$ cat config.mk
export PLATFORM = sky130hd
export DESIGN_NAME = psrw_top
export DESIGN_NICKNAME = d
export VERILOG_FILES = /design/src/rtl/psrw_sync.v /design/src/rtl/psrw_top.v
export VERILOG_INCLUDE_DIRS = /design/src /design/src/include
export SDC_FILE = /design/constraint.sdc
export NUM_CORES = 1
export LEC_CHECK = 0
export BUFFER_PORTS_ARGS = -buffer_cell sky130_fd_sc_hd__buf_2
export CAP_MARGIN = 20
export CORE_AREA = 8 8 97 99
export DETAILED_ROUTE_END_ITERATION = 8
export DIE_AREA = 0 0 105 107
export PLACE_DENSITY = 0.55
export SYNTH_ARGS = -nofsm -noshare
export SYNTH_HDL_FRONTEND = slang
export SYNTH_HIERARCHICAL = 1
export SYNTH_SLANG_ARGS = --single-unit
export TNS_END_PERCENT = 5
$ cat constraint.sdc
create_clock -name mclk_i -period 2.8 [get_ports mclk_i]
set_clock_uncertainty 0.15 [all_clocks]
set_input_delay 0.28 -clock mclk_i [delete_from_list [all_inputs] [get_ports mclk_i]]
set_output_delay 0.28 -clock mclk_i [all_outputs]
set_load 0.02 [all_outputs]
$ cat src/include/psrw_regs.vh
// register offsets, field positions and reset values of the readback register bank
`ifndef PSRW_REGS_VH
`define PSRW_REGS_VH

// ****************************************************************
// byte offsets on the register bus
// ****************************************************************
`define PSRW_AW 6
`define PSRW_OFS_SYSCTL 6'h00
`define PSRW_OFS_CHCTL0 6'h04
`define PSRW_OFS_CHRB0 6'h14
`define PSRW_OFS_CMPRB 6'h24
`define PSRW_OFS_IRQSTAT 6'h28
`define PSRW_OFS_IRQMASK 6'h2C

// ****************************************************************
// control field positions (system and per-channel control)
// ****************************************************************
`define PSRW_CB_CLAMP 0
`define PSRW_CB_DRV 1
`define PSRW_CB_CMPV 2
`define PSRW_CB_CLR 3

// ****************************************************************
// readback word field positions
// ****************************************************************
`define PSRW_RB_KIND_HI 23
`define PSRW_RB_KIND_LO 22
`define PSRW_RB_CLAMP 9
`define PSRW_RB_DRV 8
`define PSRW_RB_CMPV 7
`define PSRW_RB_LAT 6
`define PSRW_RB_LIVE 5
`define PSRW_RB_CMP_TOP 21
`define PSRW_KIND_CHAN 2'h0
`define PSRW_KIND_CMP 2'h1

// ****************************************************************
// interrupt bits and reset values
// ****************************************************************
`define PSRW_IRQ_TEMP 0
`define PSRW_IRQ_CMP 1
`define PSRW_RST_CTL 4'h0
`define PSRW_RST_IRQ 2'h0
`define PSRW_RST_RDATA 32'h00000000

`endif

$ cat src/rtl/psrw_sync.v
// two-flop synchroniser for a vector of asynchronous pin levels
module psrw_sync #(
    parameter W = 1
) (
    // clock and reset
    input wire mclk_i,
    input wire arst_n_i,
    // levels
    input wire [W-1:0] async_i,
    output wire [W-1:0] sync_o
);

    reg [W-1:0] meta_q;
    reg [W-1:0] sync_q;

    // the first stage feeds only the second stage
    always @(posedge mclk_i or negedge arst_n_i) begin
        if (!arst_n_i) begin
            meta_q <= {W{1'b0}};
            sync_q <= {W{1'b0}};
        end else begin
            meta_q <= async_i;
            sync_q <= meta_q;
        end
    end

    assign sync_o = sync_q;

endmodule // psrw_sync

$ cat src/rtl/psrw_top.v
// readback word register bank for a four-channel measurement device
//
// Behaviour
// - per-channel word bit 9 shows clamp enable
// - clamp bit follows latest system or channel write
// - per-channel word bit 8 shows comparator drive
// - drive bit follows latest system or channel write
// - bit 7 high compares voltage, low current
// - bits 6/5 latched and live overtemp alarm
// - latched overtemp held until clear bit written
// - unused readback bits always read zero
// - comparator word kind bits 23:22 are 0,1
// - bits 21..14 low/high comparator pairs, ch0 first
`include "psrw_regs.vh"

module psrw_top (
    // clock and reset
    input wire mclk_i,
    input wire arst_n_i,
    // avalon-mm slave
    input wire [5:0] avs_address_i,
    input wire avs_read_i,
    input wire avs_write_i,
    input wire [31:0] avs_writedata_i,
    input wire [3:0] avs_byteenable_i,
    output wire [31:0] avs_readdata_o,
    output wire avs_waitrequest_o,
    // analog status pins, asynchronous
    input wire overtemp_i,
    input wire [3:0] cmp_low_i,
    input wire [3:0] cmp_high_i,
    // open-drain temperature alarm pin
    output wire tmp_alarm_o,
    output wire tmp_alarm_oe_o,
    // interrupt
    output wire irq_o
);

    // ****************************************************************
    // functions
    // ****************************************************************

    // true when the address hits the word of channel ch above base
    function hit_chan;
        input [5:0] addr;
        input [5:0] base;
        input [1:0] ch;
        begin
            hit_chan = (addr == (base + {2'h0, ch, 2'h0}));
        end
    endfunction

    // per-channel readback word; upper fields live elsewhere and read zero
    function [23:0] chan_word;
        input clamp;
        input drv;
        input cmpv;
        input lat;
        input live;
        begin
            chan_word = 24'h000000;
            chan_word[`PSRW_RB_KIND_HI:`PSRW_RB_KIND_LO] = `PSRW_KIND_CHAN;
            chan_word[`PSRW_RB_CLAMP] = clamp;
            chan_word[`PSRW_RB_DRV] = drv;
            chan_word[`PSRW_RB_CMPV] = cmpv;
            chan_word[`PSRW_RB_LAT] = lat;
            chan_word[`PSRW_RB_LIVE] = live;
        end
    endfunction

    // comparator word: low before high for each channel from channel 0
    function [23:0] cmp_word;
        input [3:0] lo;
        input [3:0] hi;
        integer k;
        begin
            cmp_word = 24'h000000;
            cmp_word[`PSRW_RB_KIND_HI:`PSRW_RB_KIND_LO] = `PSRW_KIND_CMP;
            for (k = 0; k < 4; k = k + 1) begin
                cmp_word[`PSRW_RB_CMP_TOP - 2 * k] = lo[k];
                cmp_word[`PSRW_RB_CMP_TOP - 2 * k - 1] = hi[k];
            end
        end
    endfunction

    // ****************************************************************
    // pin synchronisers
    // ****************************************************************
    wire live_s;
    wire [3:0] low_s;
    wire [3:0] high_s;

    psrw_sync #(
        .W(9)
    ) u_sync (
        .mclk_i(mclk_i),
        .arst_n_i(arst_n_i),
        .async_i({overtemp_i, cmp_low_i, cmp_high_i}),
        .sync_o({live_s, low_s, high_s})
    );

    // ****************************************************************
    // bus handshake
    // ****************************************************************
    // waitrequest rests high; a request gets one wait cycle, during which
    // the read word is captured, so every field comes from the same edge
    reg wait_q;
    reg [31:0] rdata_q;
    reg [31:0] rdata_d;
    wire req;
    wire acc_wr;
    wire be0;

    assign req = avs_read_i | avs_write_i;
    assign acc_wr = avs_write_i & ~wait_q;
    assign be0 = avs_byteenable_i[0];

    // ****************************************************************
    // write decode
    // ****************************************************************
    wire sys_wr;
    wire stat_wr;
    wire mask_wr;
    wire [3:0] ch_wr;
    wire clr_hit;

    assign sys_wr = acc_wr & be0 & (avs_address_i == `PSRW_OFS_SYSCTL);
    assign stat_wr = acc_wr & be0 & (avs_address_i == `PSRW_OFS_IRQSTAT);
    assign mask_wr = acc_wr & be0 & (avs_address_i == `PSRW_OFS_IRQMASK);
    assign clr_hit = (|ch_wr) & avs_writedata_i[`PSRW_CB_CLR];

    // ****************************************************************
    // per-channel control state
    // ****************************************************************
    reg [3:0] clamp_q;
    reg [3:0] drv_q;
    reg [3:0] cmpv_q;

    genvar g;
    generate
        for (g = 0; g < 4; g = g + 1) begin : g_ch
            // a genvar is not a vector, so its channel number is sized here
            localparam [1:0] CH = g;

            assign ch_wr[g] = acc_wr & be0 &
                hit_chan(avs_address_i, `PSRW_OFS_CHCTL0, CH);

            // both write paths land in one flop, so the last writer wins
            always @(posedge mclk_i or negedge arst_n_i) begin
                if (!arst_n_i) begin
                    clamp_q[g] <= 1'b0;
                    drv_q[g] <= 1'b0;
                    cmpv_q[g] <= 1'b0;
                end else if (ch_wr[g]) begin
                    clamp_q[g] <= avs_writedata_i[`PSRW_CB_CLAMP];
                    drv_q[g] <= avs_writedata_i[`PSRW_CB_DRV];
                    cmpv_q[g] <= avs_writedata_i[`PSRW_CB_CMPV];
                end else if (sys_wr) begin
                    clamp_q[g] <= avs_writedata_i[`PSRW_CB_CLAMP];
                    drv_q[g] <= avs_writedata_i[`PSRW_CB_DRV];
                end
            end
        end
    endgenerate

    // ****************************************************************
    // temperature alarm
    // ****************************************************************
    reg lat_q;
    reg live_prev_q;
    reg alarm_oe_q;
    reg alarm_val_q;

    // the open-drain pin only ever pulls low; its value is a flop held at zero
    // so that every output of the block leaves a register
    always @(posedge mclk_i or negedge arst_n_i) begin
        if (!arst_n_i) begin
            alarm_val_q <= 1'b0;
        end else begin
            alarm_val_q <= 1'b0;
        end
    end

    // a still-present condition re-sets the latch even in the clear cycle
    always @(posedge mclk_i or negedge arst_n_i) begin
        if (!arst_n_i) begin
            lat_q <= 1'b0;
            live_prev_q <= 1'b0;
            alarm_oe_q <= 1'b0;
        end else begin
            lat_q <= live_s | (lat_q & ~clr_hit);
            live_prev_q <= live_s;
            alarm_oe_q <= live_s | (lat_q & ~clr_hit);
        end
    end

    // ****************************************************************
    // interrupts
    // ****************************************************************
    reg [1:0] stat_q;
    reg [1:0] mask_q;
    reg [3:0] low_prev_q;
    reg [3:0] high_prev_q;
    reg irq_q;
    wire [1:0] ev;
    wire [1:0] stat_d;

    assign ev[`PSRW_IRQ_TEMP] = live_s & ~live_prev_q;
    assign ev[`PSRW_IRQ_CMP] = |({low_s, high_s} ^ {low_prev_q, high_prev_q});
    // set beats a write-one-to-clear in the same cycle
    assign stat_d = (stat_q & ~({2{stat_wr}} & avs_writedata_i[1:0])) | ev;

    always @(posedge mclk_i or negedge arst_n_i) begin
        if (!arst_n_i) begin
            stat_q <= `PSRW_RST_IRQ;
            mask_q <= `PSRW_RST_IRQ;
            low_prev_q <= 4'h0;
            high_prev_q <= 4'h0;
            irq_q <= 1'b0;
        end else begin
            stat_q <= stat_d;
            if (mask_wr) begin
                mask_q <= avs_writedata_i[1:0];
            end
            low_prev_q <= low_s;
            high_prev_q <= high_s;
            irq_q <= |(stat_q & mask_q);
        end
    end

    // ****************************************************************
    // read mux
    // ****************************************************************
    integer i;

    always @* begin
        rdata_d = `PSRW_RST_RDATA;
        if (avs_address_i == `PSRW_OFS_SYSCTL) begin
            rdata_d = `PSRW_RST_RDATA;
        end else if (avs_address_i == `PSRW_OFS_CMPRB) begin
            rdata_d = {8'h00, cmp_word(low_s, high_s)};
        end else if (avs_address_i == `PSRW_OFS_IRQSTAT) begin
            rdata_d = {30'h00000000, stat_q};
        end else if (avs_address_i == `PSRW_OFS_IRQMASK) begin
            rdata_d = {30'h00000000, mask_q};
        end else begin
            for (i = 0; i < 4; i = i + 1) begin
                if (hit_chan(avs_address_i, `PSRW_OFS_CHCTL0, i[1:0])) begin
                    rdata_d = {29'h00000000, cmpv_q[i], drv_q[i], clamp_q[i]};
                end
                if (hit_chan(avs_address_i, `PSRW_OFS_CHRB0, i[1:0])) begin
                    rdata_d = {8'h00, chan_word(clamp_q[i], drv_q[i], cmpv_q[i],
                        lat_q, live_s)};
                end
            end
        end
    end

    // ****************************************************************
    // handshake registers
    // ****************************************************************
    // fixed latency: answer one edge after the request, one idle edge after
    always @(posedge mclk_i or negedge arst_n_i) begin
        if (!arst_n_i) begin
            wait_q <= 1'b1;
            rdata_q <= `PSRW_RST_RDATA;
        end else if (wait_q) begin
            if (req) begin
                wait_q <= 1'b0;
                rdata_q <= avs_read_i ? rdata_d : `PSRW_RST_RDATA;
            end
        end else begin
            wait_q <= 1'b1;
        end
    end

    // ****************************************************************
    // outputs
    // ****************************************************************
    assign avs_readdata_o = rdata_q;
    assign avs_waitrequest_o = wait_q;
    assign tmp_alarm_o = alarm_val_q;
    assign tmp_alarm_oe_o = alarm_oe_q;
    assign irq_o = irq_q;

endmodule // psrw_top

# Word-level counts from Yosys, hierarchy flattened
# Index checks and enable logic that the tools add are counted.
# totals
regBits,78
input_bits,55
out_inout_bits,36
wordCells,91
# classes
eq_ne,11
mux,25
bitwise,23
n_reduce_logical,9
# op_table
op,count
$mux 32,12
$eq 6x5->1 const B,4
$eq 6x6->1 const B,4
$and 1x1->1,12
$eq 6x4->1 const B,2
$mux 1,12
$reduce_bool 2->1,4
$reduce_or 8->1,1
$xor 8x8->8,1
$and 2x2->2,3
$eq 6x3->1 const B,1
$logic_not 6->1,1
$reduce_or 4->1,1
$mux 3,1
$not 1->1,3
$not 2->2,1
$or 1x1->1,2
$or 2x2->2,1
$reduce_and 2->1,1
$reduce_or 2->1,1

# Logic depth before layout (Yosys ltp)
# depth
depth_word,14
ltp_mapped,6
mapped_depth_nobuf,4

# Hierarchy
# The synthesis kept the hierarchy.
# by_module_without_submodules
module,n_inst,cells_each,area_each_um2,seq_area_each_um2
psrw_top,1,187,2202.1,1127.3
psrw_sync,1,18,450.4,450.4

# Least setup slack after synthesis
# No wires, ideal clock.
# synth_path
kind,in2reg
startpoint,input port avs_address_i[1]
endpoint,register mask_q[0]
setup_time_ps,127
t_arrival_ps,1432
t_required_ps,2523
slack_ps,1091
stages,4
path_buffers,0
path_cell_list,or3b_4 or3_4 nor2_4 mux2_1
# synth_via
elab_chain_len,2
# synth_rtl
item,line_no,text
"start, declared",psrw_top.v:21,"input wire [5:0] avs_address_i,"
$eq 6x6->1 (no line),n/a,
$and 1x1->1,psrw_top.v:129,assign mask_wr = acc_wr & be0 & (avs_address_i == `PSRW_OFS_IRQMASK);
"end signal, assigned",psrw_top.v:216,mask_q <= `PSRW_RST_IRQ;
"end signal, assigned",psrw_top.v:223,mask_q <= avs_writedata_i[1:0];
"end, declared",psrw_top.v:201,reg [1:0] mask_q;
# Every way passes these cells.
# A chain may end at the register's enable or synchronous reset.

# Worst setup path in the final report
# layout_path
startpoint,register wait_q (netlist: avs_waitrequest_o)
endpoint,register rdata_q[16] (netlist: avs_readdata_o[16])
# layout_via
elab_chain_len,1
# layout_rtl
item,line_no,text
"start, declared",psrw_top.v:107,reg wait_q;
"start signal, assigned",psrw_top.v:265,wait_q <= 1'b1;
"start signal, assigned",psrw_top.v:269,wait_q <= 1'b0;
"start signal, assigned",psrw_top.v:273,wait_q <= 1'b1;
$reduce_and 2->1 (no line),n/a,
"end signal, assigned",psrw_top.v:266,rdata_q <= `PSRW_RST_RDATA;
"end signal, assigned",psrw_top.v:270,rdata_q <= avs_read_i ? rdata_d : `PSRW_RST_RDATA;
"end, declared",psrw_top.v:108,reg [31:0] rdata_q;
# Every way passes these cells.

==> results.cfg <==
[global_routing]
grt_max_degree = 64
antenna_found_initial = 0
grt_pass1_vias = 1841
grt_overflow = 0
grt_pass1_wl_um = 9340
grt_usage_pct = 10.5

[placement]
dp_hpwl_um = 3910
place.gp.congestion = 0.794
placed_cells = 350
io_buffers = 43

[sta]
fin_crit_sh_pct = 64.3
fmax_ghz = 0.556
finalSetupViolations = 0
tightest_slew_ns = 0.765
slew_violations = 0
period_needed_ns = 1.80
grt_setup_unrepaired = false
hold_violations = 0
slew_headroom_pct = 49.0
tns_ns = 0

[logic_synthesis]
synth_edf_count = 0
synthCells = 205
synth_top_area_cell = dfrtp_1
synth_top_area_share_pct = 58.5
ys_ff_latch = 63
synth_common_cells = dfrtp_1, buf_4, mux2_2, nor2_1, a22o_1
post-synth-top-count-cell = dfrtp_1
avgSynthCellArea_um2 = 12.9
synth_cell_type_count = 45
synthTopCellsByArea = dfrtp_1, mux2_2, buf_4, a22o_1, xnor2_1
seq_area_frac_synth_pct = 59.5
async_reset_ff_share_pct = 100
yosysWarningCount = 6
netlist_area_um2 = 2650
ys.flop_type = dfrtp_1

[setup_path]
worstSetupPathType = flip-flop to flip-flop
crit_required_ns = 2.93
cp-end-kind = flip-flop
path_max_fanout = 9
crit_chain = nand4bb_1 > nor3_2 > a22o_1
crit_slowest_cell = dfstp_2
start_kind = flip-flop
r2r-start = avs_waitrequest_o
cp-startpoint = avs_waitrequest_o
cp_slowest_stage_delay_ns = 0.58
critPathArrivalTime_ns = 1.93

[detailed_routing]
drc = 0
routed_wl_um = 5550
drt_pass1_iterations = 4
wl_per_cell_um = 14.8
dr.first_iter.drc_count = 66
num_vias = 1704
antenna_left = 0
routed_via_density = 4.53

[clock_network]
cts_buffers = 9
ctsResizeCount = 0
clk_path_buf_depth = 2
insertion_delay_ns = 0.34
root_buffer = clkbuf_8
h-tree-depth = 3
cts_tree = built
cts.sinks = 63
clk_pin_slew_ns = 0.08

[cells_and_area]
diodes = 0
fin_cells = 376
layout.nets = 321
drive_above_1_share_pct = 31.4
num-fill-cells = 778
multiInputGateArea_um2 = 971
seq_area_um2 = 1580
areaGrowthSynthToFinish_pct = 21.7

[run_status]
outcome = complete, no violations

[floorplanning]
fp.dieH_um = 107
die_width_um = 105
start_util_pct = 33.5
io_pins = 91
row_count = 33
core_area_um2 = 7930
die_area_um2 = 11200

[power_and_ir_drop]
switchingPower_uw = 507
share_comb_of_total_power_pct = 9.0
swShare_pct = 26.1
powerDensity_nw_per_um2 = 602
seqPwrFrac_pct = 50.1
p_clk_share_pct = 40.9
intPower_uw = 1440
ir_worst_vdd_v = 0.000320
leakage_uw = 0.00156

[hold_path]
worstHoldStart = avs_writedata_i[2]
hp-class = input port to flip-flop

[run]
max_cap_violations = 0
-- through the flow --
stage | instance area, µm² | hold slack (ns) | setup slack, ns | power, µW | util (%)
4_1_cts | 3230 | 0.0559 | 0.957 | 1980 | 40.7
6_report | 3230 | 0.0683 | 1.00 | 1940 | 40.7
2_1_floorplan | 2710 | -0.166 | 1.09 | 1100 | -
3_5_place_dp | 2930 | 0.185 | 0.769 | 1160 | 36.9
5_1_grt | 3230 | 0.0595 | 0.877 | 2040 | 40.7
3_3_place_gp | 2930 | 0.182 | 0.783 | 1160 | 36.9
-- logic make-up (layout without fill, tap and decap cells) --
family	Yosys count	in the layout	synth area share (%)
multiplexers	20	20	8.49
other	1	16	0.141
flip-flops	63	63	59.5
XOR/XNOR	9	9	2.97
AO/OA/AOI/OAI	37	37	10.7
AND/OR/NAND/NOR	51	51	12.2
buffers and inverters	24	75	6.04
-- cell type report --
class	count	area share, %
Clock inverter	7	2.44
Sequential cell	63	48.9
Inverter	4	0.465
Timing Repair Buffer	55	10.2
Multi-Input combinational cell	133	30.1
Tap cell	105	4.07
Clock buffer	9	3.84
-- layout by cell type (no fill, tap or decap), types with 2 or more instances in the layout --
| master | instances |
|---|---|
| nor3_1 | 2 |
| mux2_2 | 13 |
| xnor2_1 | 9 |
| dlygate4sd3_1 | 10 |
| clkinvlp_4 | 3 |
| inv_6 | 3 |
| buf_2 | 43 |
| nand4_1 | 2 |
| clkbuf_8 | 9 |
| conb_1 | 16 |
| nand3_1 | 2 |
| o21ai_0 | 5 |
| nor2_1 | 13 |
| mux2_1 | 3 |
| inv_1 | 4 |
| nand2_1 | 10 |
| buf_4 | 2 |
| nor4_1 | 2 |
| a221oi_1 | 2 |
| o211a_1 | 2 |
| mux2i_1 | 3 |
| a22o_1 | 12 |
| a22oi_1 | 4 |
| nand2b_1 | 7 |
| a21o_1 | 4 |
| o41ai_1 | 2 |
| o21ai_1 | 3 |
| dfrtp_1 | 62 |
-- per-layer routing --
metal | wire length, µm | GRT usage, %
met5 | 0 | 0
met4 | 96 | 4.28
met3 | 416 | 5.34
met2 | 2490 | 15.7
met1 | 2550 | 12.7
-- power groups by stage --
stage / sequential [µW] / clock, µW / combinational, µW
2_1_floorplan: 994 / 0 / 110
3_3_place_gp: 991 / 0 / 166
3_5_place_dp: 993 / 0 / 167
4_1_cts: 975 / 823 / 178
5_1_grt: 980 / 863 / 193
6_report: 974 / 795 / 175
-- critical path: cells and delay by family, from the launching register on --
| family | cells | cell delay (ns) |
|---|---|---|
| simple gates | 2 | 0.78 |
| flops | 1 | 0.58 |
| compound gates | 1 | 0.23 |
-- registers in the layout, indices dropped and copies added, names as in the netlist --
name / flops
u_sync/sync_o: 9
drv_q: 4
tmp_alarm_oe_o: 1
live_prev_q: 1
u_sync/meta_q: 9
avs_waitrequest_o: 1
low_prev_q: 4
clamp_q: 4
cmpv_q: 4
irq_o: 1
high_prev_q: 4
avs_readdata_o: 17
mask_q: 2
stat_q: 2
-- path summary, 6_finish.rpt --
path                       cells past startpoint  slack, ns                  to
setup / recovery                               3        1.0  avs_readdata_o[16]
max in group asynchronous                      3       1.51           cmpv_q[3]
hold / removal                                 2       0.07           cmpv_q[3]
setup reg to reg                               3        1.0  avs_readdata_o[16]
hold reg to reg                                0       0.20    u_sync/sync_o[5]
min in group asynchronous                      3       0.49    u_sync/meta_q[1]
-- what timing repair did --
action | in CTS | in global routing
hold endpoints to repair | 71 | 0
buffers inserted | 0 | 0
hold buffers | 10 | 0
Note: power is estimated with default switching activity, not from simulation.
